**src/shared/shutdown_defines.vh**
```
// Constants for the auto-shutdown control block: offsets, fields, resets, timing.
`ifndef SHUTDOWN_DEFINES_VH
`define SHUTDOWN_DEFINES_VH
`define ADDR_SHUTDOWN_CTRL     4'h0
`define ADDR_GEN_CTRL          4'h4
`define ADDR_IRQ_STATUS        4'h8
`define ADDR_IRQ_MASK          4'hC
`define ADDR_INDEX_MSB         3
`define ADDR_INDEX_LSB         2
`define BIT_SHUTDOWN           7
`define BIT_RESTART_EN         6
`define FLD_BD_MSB             5
`define FLD_BD_LSB             4
`define FLD_AC_MSB             3
`define FLD_AC_LSB             2
`define SHUTDOWN_CTRL_RESET    8'h14
`define BIT_GEN_EN             0
`define BIT_POL_A              1
`define BIT_POL_B              2
`define BIT_POL_C              3
`define BIT_POL_D              4
`define BIT_PUSH_PULL          5
`define GEN_CTRL_RESET         8'h00
`define IRQ_BIT_SHUTDOWN       0
`define IRQ_BIT_RESUME         1
`define IRQ_WIDTH              2
`define STATE_DRIVE_HIGH       2'h3
`define STATE_DRIVE_LOW        2'h2
`define STATE_TRISTATE         2'h1
`define STATE_INACTIVE         2'h0
`define DEADBAND_NS            50
`define CLK_PERIOD_NS          5
`define RESP_OKAY              2'h0
`define RESP_SLVERR            2'h2
`endif

```
**src/hw/waveform_auto_shutdown_control.v**
```verilog
// Auto-shutdown control for a complementary waveform generator, with an AXI4-Lite slave.
//
// What this block does
// - The shutdown flag is set by hardware on a shutdown event, cleared by hardware on restart, reads one while shutdown holds and resets to zero.
// - The restart enable bit lets the outputs restart on their own once the cause has gone, and stops that when cleared.
// - On shutdown the B and D outputs follow their field: 11 drives one, 10 drives zero, 01 tri-states.
// - On shutdown the A and C outputs follow their own field with the same three codes.
// - A field of 00 drives that pair to its polarity-adjusted inactive level once the dead-band interval has passed.
// - After the flag clears the outputs stay in shutdown until the next rising edge of the data input.
// - The push-pull sequencer is reset while the generator is disabled or a shutdown event occurs.
`timescale 1ns/10ps
`default_nettype none
`include "shutdown_defines.vh"
module waveform_auto_shutdown_control #(
  parameter DEADBAND_CYCLES = (`DEADBAND_NS + `CLK_PERIOD_NS - 1) / `CLK_PERIOD_NS
) (
  input  wire        core_clk,
  input  wire        reset,
  input  wire        s_axi_awvalid,
  output wire        s_axi_awready,
  input  wire [3:0]  s_axi_awaddr,
  input  wire        s_axi_wvalid,
  output wire        s_axi_wready,
  input  wire [31:0] s_axi_wdata,
  input  wire [3:0]  s_axi_wstrb,
  output reg         s_axi_bvalid,
  input  wire        s_axi_bready,
  output reg  [1:0]  s_axi_bresp,
  input  wire        s_axi_arvalid,
  output wire        s_axi_arready,
  input  wire [3:0]  s_axi_araddr,
  output reg         s_axi_rvalid,
  input  wire        s_axi_rready,
  output reg  [31:0] s_axi_rdata,
  output reg  [1:0]  s_axi_rresp,
  input  wire        gen_data_in,
  input  wire        shutdown_event,
  output reg         output_a,
  output reg         output_a_oe,
  output reg         output_b,
  output reg         output_b_oe,
  output reg         output_c,
  output reg         output_c_oe,
  output reg         output_d,
  output reg         output_d_oe,
  output wire        irq
);
  reg  [7:0]            shut_ctrl_reg;
  reg  [7:0]            gen_ctrl_reg;
  reg  [`IRQ_WIDTH-1:0] irq_status_reg;
  reg  [`IRQ_WIDTH-1:0] irq_mask_reg;
  reg                   aw_held_reg;
  reg  [3:0]            aw_addr_reg;
  reg                   w_held_reg;
  reg  [31:0]           w_data_reg;
  reg  [3:0]            w_strb_reg;
  reg                   outputs_shut_reg;
  reg                   data_prev_reg;
  reg                   pp_phase_reg;
  reg  [7:0]            shut_ctrl_next;
  wire                  deadband_done;
  wire                  data_rise;
  wire                  wr_fire;
  wire [3:0]            wr_addr;
  wire [31:0]           wr_data;
  wire [3:0]            wr_strb;
  wire                  wr_lane0;
  wire                  shut_flag;
  wire                  shut_entry;
  wire                  resume;
  wire                  gen_en;
  wire                  pp_a;
  wire                  pp_b;

  // Write address and data are each held until both are present; the response waits for both.
  assign s_axi_awready = !aw_held_reg && !s_axi_bvalid;
  assign s_axi_wready  = !w_held_reg && !s_axi_bvalid;
  assign wr_addr  = aw_held_reg ? aw_addr_reg : s_axi_awaddr;
  assign wr_data  = w_held_reg ? w_data_reg : s_axi_wdata;
  assign wr_strb  = w_held_reg ? w_strb_reg : s_axi_wstrb;
  assign wr_fire  = (aw_held_reg || (s_axi_awvalid && s_axi_awready)) &&
                    (w_held_reg || (s_axi_wvalid && s_axi_wready));
  assign wr_lane0 = wr_fire && wr_strb[0];
  assign s_axi_arready = !s_axi_rvalid;

  assign shut_flag = shut_ctrl_reg[`BIT_SHUTDOWN];
  assign gen_en    = gen_ctrl_reg[`BIT_GEN_EN];
  assign data_rise = gen_data_in && !data_prev_reg;
  // A new event, or software setting the flag, enters shutdown.
  assign shut_entry = (shutdown_event && !shut_flag) ||
                      (wr_lane0 && (wr_addr == `ADDR_SHUTDOWN_CTRL) &&
                       wr_data[`BIT_SHUTDOWN] && !shut_flag);
  assign resume = outputs_shut_reg && !shut_flag && !shutdown_event && data_rise;

  // Write handshake capture and response channel.
  always @(posedge core_clk or posedge reset) begin
    if (reset) begin
      aw_held_reg  <= 1'b0;
      aw_addr_reg  <= 4'h0;
      w_held_reg   <= 1'b0;
      w_data_reg   <= 32'h00000000;
      w_strb_reg   <= 4'h0;
      s_axi_bvalid <= 1'b0;
      s_axi_bresp  <= `RESP_OKAY;
    end else begin
      if (wr_fire) begin
        aw_held_reg  <= 1'b0;
        w_held_reg   <= 1'b0;
        s_axi_bvalid <= 1'b1;
        s_axi_bresp  <= (wr_addr[1:0] == 2'h0) ? `RESP_OKAY : `RESP_SLVERR;
      end else begin
        if (s_axi_awvalid && s_axi_awready) begin
          aw_held_reg <= 1'b1;
          aw_addr_reg <= s_axi_awaddr;
        end
        if (s_axi_wvalid && s_axi_wready) begin
          w_held_reg <= 1'b1;
          w_data_reg <= s_axi_wdata;
          w_strb_reg <= s_axi_wstrb;
        end
        if (s_axi_bvalid && s_axi_bready) begin
          s_axi_bvalid <= 1'b0;
        end
      end
    end
  end

  // Shutdown register next value: hardware set beats any software write, as does a restart clear.
  always @* begin
    shut_ctrl_next = shut_ctrl_reg;
    if (wr_lane0 && (wr_addr == `ADDR_SHUTDOWN_CTRL)) begin
      shut_ctrl_next[7:2] = wr_data[7:2];
    end
    if (shutdown_event) begin
      shut_ctrl_next[`BIT_SHUTDOWN] = 1'b1;
    end else if (shut_flag && shut_ctrl_reg[`BIT_RESTART_EN] && outputs_shut_reg) begin
      shut_ctrl_next[`BIT_SHUTDOWN] = 1'b0;
    end
    shut_ctrl_next[1:0] = 2'h0;
  end

  // Control, mask and sticky interrupt status registers.
  always @(posedge core_clk or posedge reset) begin
    if (reset) begin
      shut_ctrl_reg  <= `SHUTDOWN_CTRL_RESET;
      gen_ctrl_reg   <= `GEN_CTRL_RESET;
      irq_status_reg <= {`IRQ_WIDTH{1'b0}};
      irq_mask_reg   <= {`IRQ_WIDTH{1'b0}};
    end else begin
      shut_ctrl_reg <= shut_ctrl_next;
      if (wr_lane0 && (wr_addr == `ADDR_GEN_CTRL)) begin
        gen_ctrl_reg <= wr_data[7:0];
      end
      if (wr_lane0 && (wr_addr == `ADDR_IRQ_MASK)) begin
        irq_mask_reg <= wr_data[`IRQ_WIDTH-1:0];
      end
      // Write-one-to-clear; a same-cycle event keeps its bit set.
      irq_status_reg <= (irq_status_reg &
                         ~((wr_lane0 && (wr_addr == `ADDR_IRQ_STATUS)) ?
                           wr_data[`IRQ_WIDTH-1:0] : {`IRQ_WIDTH{1'b0}})) |
                        {resume, shut_entry};
    end
  end

  assign irq = |(irq_status_reg & irq_mask_reg);

  // Read channel; unmapped offsets answer with an error and zero data.
  always @(posedge core_clk or posedge reset) begin
    if (reset) begin
      s_axi_rvalid <= 1'b0;
      s_axi_rdata  <= 32'h00000000;
      s_axi_rresp  <= `RESP_OKAY;
    end else if (s_axi_arvalid && s_axi_arready) begin
      s_axi_rvalid <= 1'b1;
      s_axi_rresp  <= (s_axi_araddr[1:0] == 2'h0) ? `RESP_OKAY : `RESP_SLVERR;
      case (s_axi_araddr)
        `ADDR_SHUTDOWN_CTRL: s_axi_rdata <= {24'h000000, shut_ctrl_reg};
        `ADDR_GEN_CTRL:      s_axi_rdata <= {24'h000000, gen_ctrl_reg};
        `ADDR_IRQ_STATUS:    s_axi_rdata <= {30'h00000000, irq_status_reg};
        `ADDR_IRQ_MASK:      s_axi_rdata <= {30'h00000000, irq_mask_reg};
        default:             s_axi_rdata <= 32'h00000000;
      endcase
    end else if (s_axi_rvalid && s_axi_rready) begin
      s_axi_rvalid <= 1'b0;
    end
  end

  // Output shutdown state; it lasts past the flag until the next data rise.
  always @(posedge core_clk or posedge reset) begin
    if (reset) begin
      outputs_shut_reg <= 1'b0;
      data_prev_reg    <= 1'b0;
    end else begin
      data_prev_reg <= gen_data_in;
      if (shut_flag || shutdown_event) begin
        outputs_shut_reg <= 1'b1;
      end else if (resume) begin
        outputs_shut_reg <= 1'b0;
      end
    end
  end

  // Push-pull alternation; cleared while disabled or shut, and the rise that ends a shutdown
  // counts as the first pulse, so the resumed pulse goes to A.
  always @(posedge core_clk or posedge reset) begin
    if (reset) begin
      pp_phase_reg <= 1'b0;
    end else if (!gen_en || shutdown_event || (outputs_shut_reg && !resume)) begin
      pp_phase_reg <= 1'b0;
    end else if (data_rise) begin
      pp_phase_reg <= !pp_phase_reg;
    end
  end

  // On the rising cycle the phase has not flipped yet, so it is read inverted there.
  assign pp_a = data_rise ? !pp_phase_reg : (gen_data_in && pp_phase_reg);
  assign pp_b = gen_data_in && !pp_a;

  // A software-forced entry raises the flag a cycle before the outputs shut, so either keeps
  // the count running; otherwise that entry would never reach the inactive level.
  deadband_timer #(
    .CYCLES (DEADBAND_CYCLES),
    .WIDTH  (8)
  ) u_deadband (
    .core_clk (core_clk),
    .reset    (reset),
    .start    (shut_entry),
    .hold     (outputs_shut_reg || shut_flag),
    .done     (deadband_done)
  );

  // Pin drive. The inactive level is zero before polarity; before the dead-band ends the pair
  // keeps its normal drive, which trades a short overlap for never changing in mid dead-band.
  always @(posedge core_clk or posedge reset) begin
    if (reset) begin
      output_a    <= 1'b0;
      output_b    <= 1'b0;
      output_c    <= 1'b0;
      output_d    <= 1'b0;
      output_a_oe <= 1'b0;
      output_b_oe <= 1'b0;
      output_c_oe <= 1'b0;
      output_d_oe <= 1'b0;
    end else if (outputs_shut_reg) begin
      case (shut_ctrl_reg[`FLD_AC_MSB:`FLD_AC_LSB])
        `STATE_DRIVE_HIGH: begin
          output_a    <= 1'b1;
          output_c    <= 1'b1;
          output_a_oe <= 1'b1;
          output_c_oe <= 1'b1;
        end
        `STATE_DRIVE_LOW: begin
          output_a    <= 1'b0;
          output_c    <= 1'b0;
          output_a_oe <= 1'b1;
          output_c_oe <= 1'b1;
        end
        `STATE_TRISTATE: begin
          output_a_oe <= 1'b0;
          output_c_oe <= 1'b0;
        end
        default: begin
          if (deadband_done) begin
            output_a    <= gen_ctrl_reg[`BIT_POL_A];
            output_c    <= gen_ctrl_reg[`BIT_POL_C];
            output_a_oe <= 1'b1;
            output_c_oe <= 1'b1;
          end
        end
      endcase
      case (shut_ctrl_reg[`FLD_BD_MSB:`FLD_BD_LSB])
        `STATE_DRIVE_HIGH: begin
          output_b    <= 1'b1;
          output_d    <= 1'b1;
          output_b_oe <= 1'b1;
          output_d_oe <= 1'b1;
        end
        `STATE_DRIVE_LOW: begin
          output_b    <= 1'b0;
          output_d    <= 1'b0;
          output_b_oe <= 1'b1;
          output_d_oe <= 1'b1;
        end
        `STATE_TRISTATE: begin
          output_b_oe <= 1'b0;
          output_d_oe <= 1'b0;
        end
        default: begin
          if (deadband_done) begin
            output_b    <= gen_ctrl_reg[`BIT_POL_B];
            output_d    <= gen_ctrl_reg[`BIT_POL_D];
            output_b_oe <= 1'b1;
            output_d_oe <= 1'b1;
          end
        end
      endcase
    end else if (gen_en) begin
      // Normal drive: half-bridge complement, or push-pull with C and D copying A and B.
      output_a    <= (gen_ctrl_reg[`BIT_PUSH_PULL] ? pp_a : gen_data_in) ^
                     gen_ctrl_reg[`BIT_POL_A];
      output_b    <= (gen_ctrl_reg[`BIT_PUSH_PULL] ? pp_b : !gen_data_in) ^
                     gen_ctrl_reg[`BIT_POL_B];
      output_c    <= (gen_ctrl_reg[`BIT_PUSH_PULL] ? pp_a : gen_data_in) ^
                     gen_ctrl_reg[`BIT_POL_C];
      output_d    <= (gen_ctrl_reg[`BIT_PUSH_PULL] ? pp_b : !gen_data_in) ^
                     gen_ctrl_reg[`BIT_POL_D];
      output_a_oe <= 1'b1;
      output_b_oe <= 1'b1;
      output_c_oe <= 1'b1;
      output_d_oe <= 1'b1;
    end else begin
      output_a_oe <= 1'b0;
      output_b_oe <= 1'b0;
      output_c_oe <= 1'b0;
      output_d_oe <= 1'b0;
    end
  end
endmodule // waveform_auto_shutdown_control
`default_nettype wire

```
**src/hw/deadband_timer.v**
```verilog
// Counts the dead-band interval that precedes the inactive-level shutdown state.
`timescale 1ns/10ps
`default_nettype none
module deadband_timer #(
  parameter CYCLES = 10,
  parameter WIDTH  = 8
) (
  input  wire core_clk,
  input  wire reset,
  input  wire start,
  input  wire hold,
  output reg  done
);
  reg [WIDTH-1:0] count_reg;

  // Restarted by each shutdown entry; done rises once the count is spent and stays while held.
  always @(posedge core_clk or posedge reset) begin
    if (reset) begin
      count_reg <= {WIDTH{1'b0}};
      done      <= 1'b0;
    end else if (start) begin
      count_reg <= CYCLES[WIDTH-1:0];
      done      <= 1'b0;
    end else if (!hold) begin
      count_reg <= {WIDTH{1'b0}};
      done      <= 1'b0;
    end else if (count_reg != {WIDTH{1'b0}}) begin
      count_reg <= count_reg - {{(WIDTH-1){1'b0}}, 1'b1};
      done      <= (count_reg == {{(WIDTH-1){1'b0}}, 1'b1});
    end
  end
endmodule // deadband_timer
`default_nettype wire

```
**config.mk**
```make
export PLATFORM = sky130hd
export DESIGN_NAME = waveform_auto_shutdown_control
export DESIGN_NICKNAME = d
export VERILOG_FILES = /design/src/hw/waveform_auto_shutdown_control.v /design/src/hw/deadband_timer.v
export VERILOG_INCLUDE_DIRS = /design/src /design/src/shared
export SDC_FILE = /design/constraint.sdc
export NUM_CORES = 1
export LEC_CHECK = 0
export BUFFER_PORTS_ARGS = -buffer_cell sky130_fd_sc_hd__buf_2
export CORE_AREA = 5 5 123 125
export CTS_BUF_LIST = sky130_fd_sc_hd__clkbuf_4 sky130_fd_sc_hd__clkbuf_8 sky130_fd_sc_hd__clkbuf_16
export DETAILED_ROUTE_END_ITERATION = 10
export DIE_AREA = 0 0 128 130
export REMOVE_ABC_BUFFERS = 1
export SLEW_MARGIN = 20
export SYNTH_ARGS = -nofsm -noshare
export SYNTH_HDL_FRONTEND = slang
export SYNTH_SLANG_ARGS = --single-unit
```
**constraint.sdc**
```tcl
create_clock -name core_clk -period 4.4 [get_ports core_clk]
set_input_delay 0.66 -clock core_clk [delete_from_list [all_inputs] [get_ports core_clk]]
set_output_delay 0.66 -clock core_clk [all_outputs]
set_load 0.03 [all_outputs]
```
## Word-level counts from Yosys, hierarchy flattened

Cells that the tools add are included.

| cells by class | value |
|---|---|
| add/sub/neg operators | 1 |
| equality and inequality tests | 20 |
| multiplexer cells | 53 |
| bitwise gates (word level) | 9 |
| reduce and logical (&&, ||, !) cells | 64 |

Operator list:

| cell | count |
|---|---|
| 2-to-1 mux 1 bit | 37 |
| 2-to-1 mux 8 bit | 4 |
| one-hot mux 8 bit (4 select lines) | 1 |
| logical AND 1 bit | 25 |
| == test 4 bit, second input constant | 4 |
| nonzero test 2 bit | 7 |
| logical NOT 1 bit | 12 |
| one-hot mux 1 bit (3 select lines) | 4 |
| == test 2 bit, second input constant | 4 |
| == test 4 x 3 -> 1 bit, second input constant | 2 |
| == test 8 x 1 -> 1 bit, second input constant | 1 |
| logical NOT 4 bit | 2 |
| != test 4 x 1 -> 1 bit, second input constant | 2 |
| != test 4 x 2 -> 1 bit, second input constant | 2 |
| nonzero test 8 bit | 1 |
| subtractor 8 x 1 -> 8 bit, second input constant | 1 |
| logical OR 1 bit | 7 |
| 2-to-1 mux 2 bit | 3 |
| 2-to-1 mux 6 bit | 1 |
| AND reduction 3 bit | 2 |
| OR reduction 2 bit | 3 |
| AND 2 bit | 2 |
| == test 2 x 1 -> 1 bit, second input constant | 2 |
| logical NOT 2 bit | 2 |
| other kinds (10) | 16 |

| storage, ports and cells | value |
|---|---|
| register bits after elaboration | 89 |
| output and inout bits | 50 |

## Depth between registers and ports, before layout

Gate-level depths: netlist of run 1.

| logic depth | value |
|---|---|
| word-level depth | 11 |
| depth in mapped cells | 6 |
| depth with buffers taken out | 6 |

## Modules after synthesis

Synthesis of run 1 repeated with hierarchy kept, for this count alone.

| second synthesis, totals | value |
|---|---|
| cells, all modules | 326 |
| area total of the unflattened synthesis | 3,447.1 µm² |

By module, submodules not included:

| module | times used | cells each | area each (µm²) |
|---|---|---|---|
| waveform_auto_shutdown_control | 1 | 271 | 2,915.3 |
| deadband_timer | 1 | 55 | 531.8 |

## Worst setup path after synthesis of run 1

No wires, ideal clock.

| path | value |
|---|---|
| path type | input to register |
| from | in s_axi_awaddr[0] |
| to | reg gen_ctrl_reg[0] |
| library setup time | 0.125 ns |
| arrival | 1.851 ns |
| required time | 4.275 ns |
| slack | 2.425 ns |
| cell stages on the path | 5 |
| buffers on the path | 1 |
| path through | or3_1 a222oi_1 buf_4 nand3_4 mux2_2 |

| between the ends | value |
|---|---|
| word-level cells in the longest chain between the ends | 3 |

Ends and longest elaborated chain:

| element | RTL line | source |
|---|---|---|
| start, declared | waveform_auto_shutdown_control.v:21 | `input wire [3:0] s_axi_awaddr,` |
| 2-to-1 mux 4 bit | waveform_auto_shutdown_control.v:78 | `assign wr_addr = aw_held_reg ? aw_addr_reg : s_axi_awaddr;` |
| == test 4 x 3 -> 1 bit (no line) | - |  |
| logical AND 1 bit | waveform_auto_shutdown_control.v:151 | `` if (wr_lane0 && (wr_addr == `ADDR_GEN_CTRL)) begin `` |
| end signal, assigned | waveform_auto_shutdown_control.v:146 | `` gen_ctrl_reg <= `GEN_CTRL_RESET; `` |
| end signal, assigned | waveform_auto_shutdown_control.v:152 | `gen_ctrl_reg <= wr_data[7:0];` |
| end, declared | waveform_auto_shutdown_control.v:49 | `reg [7:0] gen_ctrl_reg;` |

Every way passes these cells.
A chain may end at the register's enable or synchronous reset.

## Worst setup path in the final report of run 1

| path | value |
|---|---|
| from | reg aw_held_reg |
| to | reg gen_ctrl_reg[4] |

| between the ends | value |
|---|---|
| word-level cells in the longest chain between the ends | 7 |
| elaborated cells between the ends (all ways) | 9 |
| those cells by class | eq/ne (1); mux (1); reduce/logical (7) |

Ends and longest elaborated chain:

| element | RTL line | source |
|---|---|---|
| start, declared | waveform_auto_shutdown_control.v:52 | `reg aw_held_reg;` |
| start signal, assigned | waveform_auto_shutdown_control.v:98 | `aw_held_reg <= 1'b0;` |
| start signal, assigned | waveform_auto_shutdown_control.v:107 | `aw_held_reg <= 1'b0;` |
| start signal, assigned | waveform_auto_shutdown_control.v:113 | `aw_held_reg <= 1'b1;` |
| logical NOT 1 bit | waveform_auto_shutdown_control.v:76 | `assign s_axi_awready = !aw_held_reg && !s_axi_bvalid;` |
| logical AND 1 bit | waveform_auto_shutdown_control.v:76 |  |
| logical AND 1 bit | waveform_auto_shutdown_control.v:81 | `assign wr_fire = (aw_held_reg \|\| (s_axi_awvalid && s_axi_awready)) &&` |
| logical OR 1 bit | waveform_auto_shutdown_control.v:81 |  |
| logical AND 1 bit | waveform_auto_shutdown_control.v:81 |  |
| logical AND 1 bit | waveform_auto_shutdown_control.v:83 | `assign wr_lane0 = wr_fire && wr_strb[0];` |
| logical AND 1 bit (*) | waveform_auto_shutdown_control.v:151 |  |

Mark *: on every way between the ends. The rest lies on a longest branch, timed or not.

==> results.yml, run 1 <==
synthesis:
  ys_seq_area_share_pct: 46.7
  synth-edff-count: 0
  synth-main-ff-cell: "dfrtp_1"
  ys_ff_latch: 63
  ys_top_cells_by_area: "dfrtp_1, mux2_2, buf_4, mux2i_1, nand2_1"
  avgSynthCellArea_sq_um: 10.9
  yosysWarnings: 0
  syn_inst: 311
  yosys.area.top_type_share_pct: 45.2
  synthesis.area_sq_um: 3380
  ys_async_sr_fraction_pct: 100
  netlist-cell-type-count: 51
  yosysTopAreaCell: "dfrtp_1"
timing:
  fmax_mhz: 483
  max_slew_margin_pct: 52.4
  tightest_slew_ns: 0.707
  slew_violations: 0
  rsz0062_at_grt: "no"
  setup_viol_count_final: 0
  hold_viol_final: 0
  tns_ns: 0
  post-route-min-period_ns: 2.07
  finalCritPeriodShare_pct: 47.1
  fin_hold_ws_ns: 0.429
  skew_ns: 0.00431
floorplan:
  io_pins: 103
  die_x_um: 128
  initial_utilization_pct: 24.5
  core-area_sq_um: 13800
  dieHeight_um: 130
  die_area_sq_um: 16600
  rows: 43
cells_and_area:
  fill_cells: 1461
  nets: 419
  layout-drive-gt1-share_pct: 33.7
  diodes: 0
  final_area_sq_um: 4060
  fin_cells: 548
  mostFrequentLayoutCells: "dfrtp_1, buf_2, mux2_2"
  layout_commonest_cell: "dfrtp_1"
  area_growth_syn_to_layout_pct: 20.0
clock_network:
  cts_resized: 0
  clockBufferDepth: 2
  cts_tree: "done"
  path_clk_slew_ns: 0.05
  clkLatencyLatePin_ns: 0.33
  cts_setup_buffers: 0
  cts_made_buffers: 9
  cts.hold.buffers_added: 0
  h-tree-depth: 3
  numClockSinks: 63
  cts_root_buf: "clkbuf_16"
setup_path:
  crit_buf_inv: 1
  arrival_ns: 2.29
  critPathMaxFanout: 9
  slowest_stage: "dfrtp_1"
  required_ns: 4.62
  critPathTopFamily: "simple AND/OR/NAND/NOR gates"
  startpoint_type: "register"
  critPathMaxStageDelay_ns: 0.48
  reg2reg_to: "gen_ctrl_reg[4]"
  rrSetupSlack_ns: 2.33
  critical_path_class: "reg -> reg"
  startpoint: "aw_held_reg"
  rr_startpoint: "aw_held_reg"
  r2r_cells: 5
  cp-end-kind: "register"
  crit_chain: "or3_1, a222oi_1, buf_4, nand3_4, mux2_2"
drt:
  wirelength_um: 7250
  vias: 2381
  wl_per_cell_um: 13.2
  drt-pass1-iter-count: 4
  avgViaCountPerCell: 4.34
  detail-route-antenna-nets: 0
  drc: 0
  first_iter_violations: 93
placement:
  dp_hpwl_um: 5550
  placed_area_sq_um: 3710
  post-place-cells: 532
  finalWeightedCongestion: 0.785
  portBuffers: 49
grt:
  overflow: 0
  grt_pass1_vias: 2383
  grt_pass1_wl_um: 11800
  groute.usage.overall_pct: 9.19
  grt_antenna_before_repair: 1
  grt_start_max_net_pins: 34
power_and_ir_drop:
  leakage_nw: 1.88
  power_density_nw_per_um2: 676
  peakVddDrop_v: 0.000206
outcome:
  status: "finished clean"
hold_path:
  hold_path.class: "in -> async"
flow_run:
  maxCapViolCount: 0
[final cells by class]
type	count	area [sq um]	area share, %
Timing Repair Buffer	51	260	6.42
Tap cell	180	225	5.55
Inverter	14	52.6	1.30
Clock inverter	7	121	2.99
Multi-Input combinational cell	224	1590	39.3
Sequential cell	63	1580	38.9
Clock buffer	9	225	5.55
[routing by layer]
metal	global-route usage (%)	wire (um)
met2	14.7	3330
met5	0	20
met3	3.97	562
met1	11.0	3220
met4	3.50	118
[logic make-up (layout without fill, tap and decap cells)]
group                      count (synthesis)  count (layout)  share of synthesized area (%)
xor gates and xnor gates                   7               7                           1.81
muxes                                     56              56                           18.2
and+or+nand+nor                           81              81                           13.2
AOI/OAI and AO/OA                         51              51                           9.92
DFF                                       63              63                           46.7
buffers and inverters                     49              81                           8.92
adders and majority gates                  3               3                           1.11
other                                      1              26                          0.111
[report_power, final]
group	leakage, nW	switching (W)	internal [W]
clock network	0.170	0.000265	0.000554
logic	0.934	0.000497	0.000423
registers	0.778	0.000206	0.000798
[how the worst max path moves through the flow]
stage	to	slack, ns	cells past startpoint
6_report	gen_ctrl_reg[4]	2.33	5
3_3_place_gp	gen_ctrl_reg[2]	2.11	6
4_1_cts	gen_ctrl_reg[4]	2.32	5
5_1_grt	gen_ctrl_reg[4]	2.24	5
2_1_floorplan	gen_ctrl_reg[0]	1.92	4
3_5_place_dp	gen_ctrl_reg[4]	2.09	6
[stage by stage]
| stage | power [W] | utilization (%) | setup slack, ns |
|---|---|---|---|
| 5_1_grt | 0.00293 | 29.5 | 2.24 |
| 2_1_floorplan | 0.00168 | - | 1.92 |
| 3_3_place_gp | 0.00191 | 26.9 | 2.11 |
| 6_report | 0.00274 | 29.5 | 2.33 |
| 4_1_cts | 0.00278 | 29.5 | 2.32 |
| 3_5_place_dp | 0.00194 | 26.9 | 2.09 |
[synthesized netlist by cell type (all sizes together) (2+ instances only)]
cell type / n
nor4: 2
nor3b: 3
dfstp: 2
clkbuf: 4
a211oi: 2
a31oi: 2
nor2b: 2
ha: 3
o21ai: 16
a22oi: 2
mux2: 43
a31o: 3
nor2: 15
or2: 2
xnor2: 5
o31ai: 2
o211a: 2
nand2b: 8
nand3: 5
inv: 14
dfrtp: 61
nand3b: 3
nor4bb: 2
o211ai: 3
nand2: 25
a21oi: 11
mux2i: 13
or3b: 3
or3: 4
buf: 31
xor2: 2
nand4b: 2
No activity file was read; power rests on OpenSTA's default activity.
==> run 2, diff against run 1 <==
--- a/config.mk
+++ b/config.mk
@@ -6,11 +6,12 @@
 export SDC_FILE = /design/constraint.sdc
 export NUM_CORES = 1
 export LEC_CHECK = 0
+export ABC_AREA = 1
 export BUFFER_PORTS_ARGS = -buffer_cell sky130_fd_sc_hd__buf_2
-export CORE_AREA = 5 5 123 125
+export CORE_AREA = 5 5 122 124
 export CTS_BUF_LIST = sky130_fd_sc_hd__clkbuf_4 sky130_fd_sc_hd__clkbuf_8 sky130_fd_sc_hd__clkbuf_16
 export DETAILED_ROUTE_END_ITERATION = 10
-export DIE_AREA = 0 0 128 130
+export DIE_AREA = 0 0 127 129
 export REMOVE_ABC_BUFFERS = 1
 export SLEW_MARGIN = 20
 export SYNTH_ARGS = -nofsm -noshare
==> constraint.sdc (replaced) <==
create_clock -name core_clk -period 1.76 [get_ports core_clk]
set_input_delay 0.264 -clock core_clk [delete_from_list [all_inputs] [get_ports core_clk]]
set_output_delay 0.264 -clock core_clk [all_outputs]
set_load 0.03 [all_outputs]
==> results.yml, run 2 <==
clock_network:
  cts_root_buf: "clkbuf_16"
  cts_setup_buffers: 0
  h-tree-depth: 3
  cts_made_buffers: 9
  clockBufferDepth: 2
  numClockSinks: 63
  clkLatencyLatePin_ns: 0.32
  cts_tree: "done"
  path_clk_slew_ns: 0.05
grt:
  busiest_layer: "met2"
  grt_pass1_vias: 2858
  grt_start_max_net_pins: 33
  met1_usage_pct: 12.4
  groute.usage.overall_pct: 9.88
  overflow: 0
  use_met3_pct: 2.24
  grt_pass1_wl_um: 13200
  gr-usage-met2_pct: 16.7
  grt_antenna_before_repair: 0
timing:
  skew_ns: 0.00560
  post-route-min-period_ns: 1.61
  setup_viol_count_final: 0
  fmax_mhz: 622
  finalCritPeriodShare_pct: 91.3
  rsz0062_at_grt: "no"
  hold_viol_final: 0
  fin_hold_ws_ns: 0.135
  slew_violations: 0
setup_path:
  critPathTopFamily: "simple AND/OR/NAND/NOR gates"
  cp-end-kind: "register"
  reg2reg_to: "u_deadband.count_reg[1]"
  startpoint_type: "register"
  rrSetupSlack_ns: 0.15
  crit_chain: "nor2_1, nand3_1, nor2_1, nand2_1, o211ai_1, nand3_1"
  critPathMaxStageDelay_ns: 0.41
  arrival_ns: 1.80
  crit_buf_inv: 0
  rr_startpoint: "u_deadband.count_reg[4]"
  required_ns: 1.95
  critPathMaxFanout: 11
  slowest_stage: "dfrtp_1"
  r2r_cells: 6
  critical_path_class: "reg -> reg"
drt:
  drt-pass1-iter-count: 4
  drc: 0
  first_iter_violations: 117
  wirelength_um: 7780
  detail-route-antenna-nets: 0
  wl_per_cell_um: 11.5
  avgViaCountPerCell: 4.21
  vias: 2860
cells_and_area:
  fin_cells: 679
  fill_cells: 1433
  area_growth_syn_to_layout_pct: 22.9
  layout_commonest_cell: "nand2_1"
  diodes: 0
  seqCellArea_sq_um: 1580
  nets: 550
  layout-drive-gt1-share_pct: 18.0
  multi_input_area_sq_um: 1400
  final_area_sq_um: 4130
  mostFrequentLayoutCells: "nand2_1, inv_1, dfrtp_1"
synthesis:
  synth_top_family_by_area: "simple AND/OR/NAND/NOR gates"
  synth_mux_area_share_pct: 0
  synth-edff-count: 0
  netlist-cell-type-count: 30
  ys_top_cells_by_area: "dfrtp_1, nand2_1, inv_1, buf_4, o21ai_0"
  yosysTopAreaCell: "dfrtp_1"
  synthAdderAreaFrac_pct: 1.12
  synth-simple-area-share_pct: 24.5
  yosys.area.top_type_share_pct: 45.4
  ys_async_sr_fraction_pct: 100
  synth-main-ff-cell: "dfrtp_1"
  syn_inst: 434
  yosysWarnings: 0
  synth_xor_xnor_area_share_pct: 0.521
  ys_top_cells_by_count: "nand2_1, inv_1, dfrtp_1"
  post-synth-top-count-cell: "nand2_1"
  avgSynthCellArea_sq_um: 7.75
  ys_seq_area_share_pct: 46.9
  synth-compound-area-share_pct: 12.4
  synthesis.area_sq_um: 3360
  ys_ff_latch: 63
hold_path:
  min_path_cells: 2
  holdPathEnd: "s_axi_bvalid"
  min-delay-start: "s_axi_bready"
  hold_path.class: "in -> reg"
floorplan:
  die_x_um: 127
  rows: 43
  dieHeight_um: 129
  initial_utilization_pct: 24.6
  die_area_sq_um: 16400
  io_pins: 103
  core-area_sq_um: 13700
power_and_ir_drop:
  leakage_nw: 2.11
  power_density_nw_per_um2: 1670
  total_power_w: 0.00692
  peakVddDrop_v: 0.000940
flow_run:
  maxCapViolCount: 0
placement:
  dp_hpwl_um: 6160
  post-place-cells: 662
  placed_area_sq_um: 3760
  portBuffers: 49
  finalWeightedCongestion: 0.839
outcome:
  status: "finished clean"
-- run 2: cell count changes after synthesis, moves of 5 or more --
| cell | change |
|---|---|
| nand2b_1 | -8 |
| nand3_1 | +27 |
| nand2_1 | +83 |
| a21oi_1 | +5 |
| mux2_2 | -43 |
| o21ai_0 | +26 |
| o22ai_1 | +6 |
| nand4_1 | +9 |
| inv_1 | +48 |
| nor2_1 | +21 |
| mux2i_1 | -13 |
-- run 2: what timing repair did --
| item | in CTS | in global routing |
|---|---|---|
| setup endpoints to repair | 0 | 7 |
| hold buffers | 1 | 0 |
| endpoints found under the hold margin | 17 | 0 |
| gates resized for setup | 0 | 1 |
-- run 2: worst max path at each step --
stage,startpoint,endpoint,slack (ns),cells after the start
global placement,aw_held_reg,u_deadband.count_reg[7],0.18,6
floorplan,reset,aw_addr_reg[0],-0.07,1
global route,aw_held_reg,u_deadband.count_reg[7],0.01,8
CTS,s_axi_bvalid,u_deadband.count_reg[7],0.11,6
detailed placement,s_axi_bvalid,u_deadband.count_reg[7],0.12,6
finish,u_deadband.count_reg[4],u_deadband.count_reg[1],0.15,6
-- run 2: kinds of logic after synthesis --
| logic type | after synthesis |
|---|---|
| and+or+nand+nor | 192 |
| buffers and inverters | 98 |
| AOI/OAI and AO/OA | 75 |
| DFF | 63 |
| adders and majority gates | 3 |
| xor gates and xnor gates | 2 |
| other | 1 |
-- run 2: where the power goes --
group          switching [W]  leakage, nW  internal, W
Clock               0.000610        0.176      0.00146
Combinational        0.00166         1.19     0.000827
Sequential          0.000363        0.737      0.00200
Total                0.00263         2.11      0.00428
-- run 2: metrics by stage --
stage	setup TNS [ns]	worst slack (ns)	util (%)
3_3_place_gp	0	0.175	27.5
3_5_place_dp	0	0.124	27.5
2_1_floorplan	-4.33	-0.0704	-
6_report	0	0.153	30.3
5_1_grt	0	0.0116	30.3
4_1_cts	0	0.111	30.2
-- run 2: cell type report --
cell class	instances	area share, %
Clock inverter	5	2.51
Inverter	62	5.63
Clock buffer	11	6.11
Sequential cell	63	38.2
Multi-Input combinational cell	298	33.8
Timing Repair Buffer	60	8.29
Tap cell	180	5.45
-- run 2: metal layers --
metal  wire length [um]  part of all wire (%)
met2               3800                    49
met4                139                   1.8
met5                  0                     0
met3                326                   4.2
met1               3510                    45
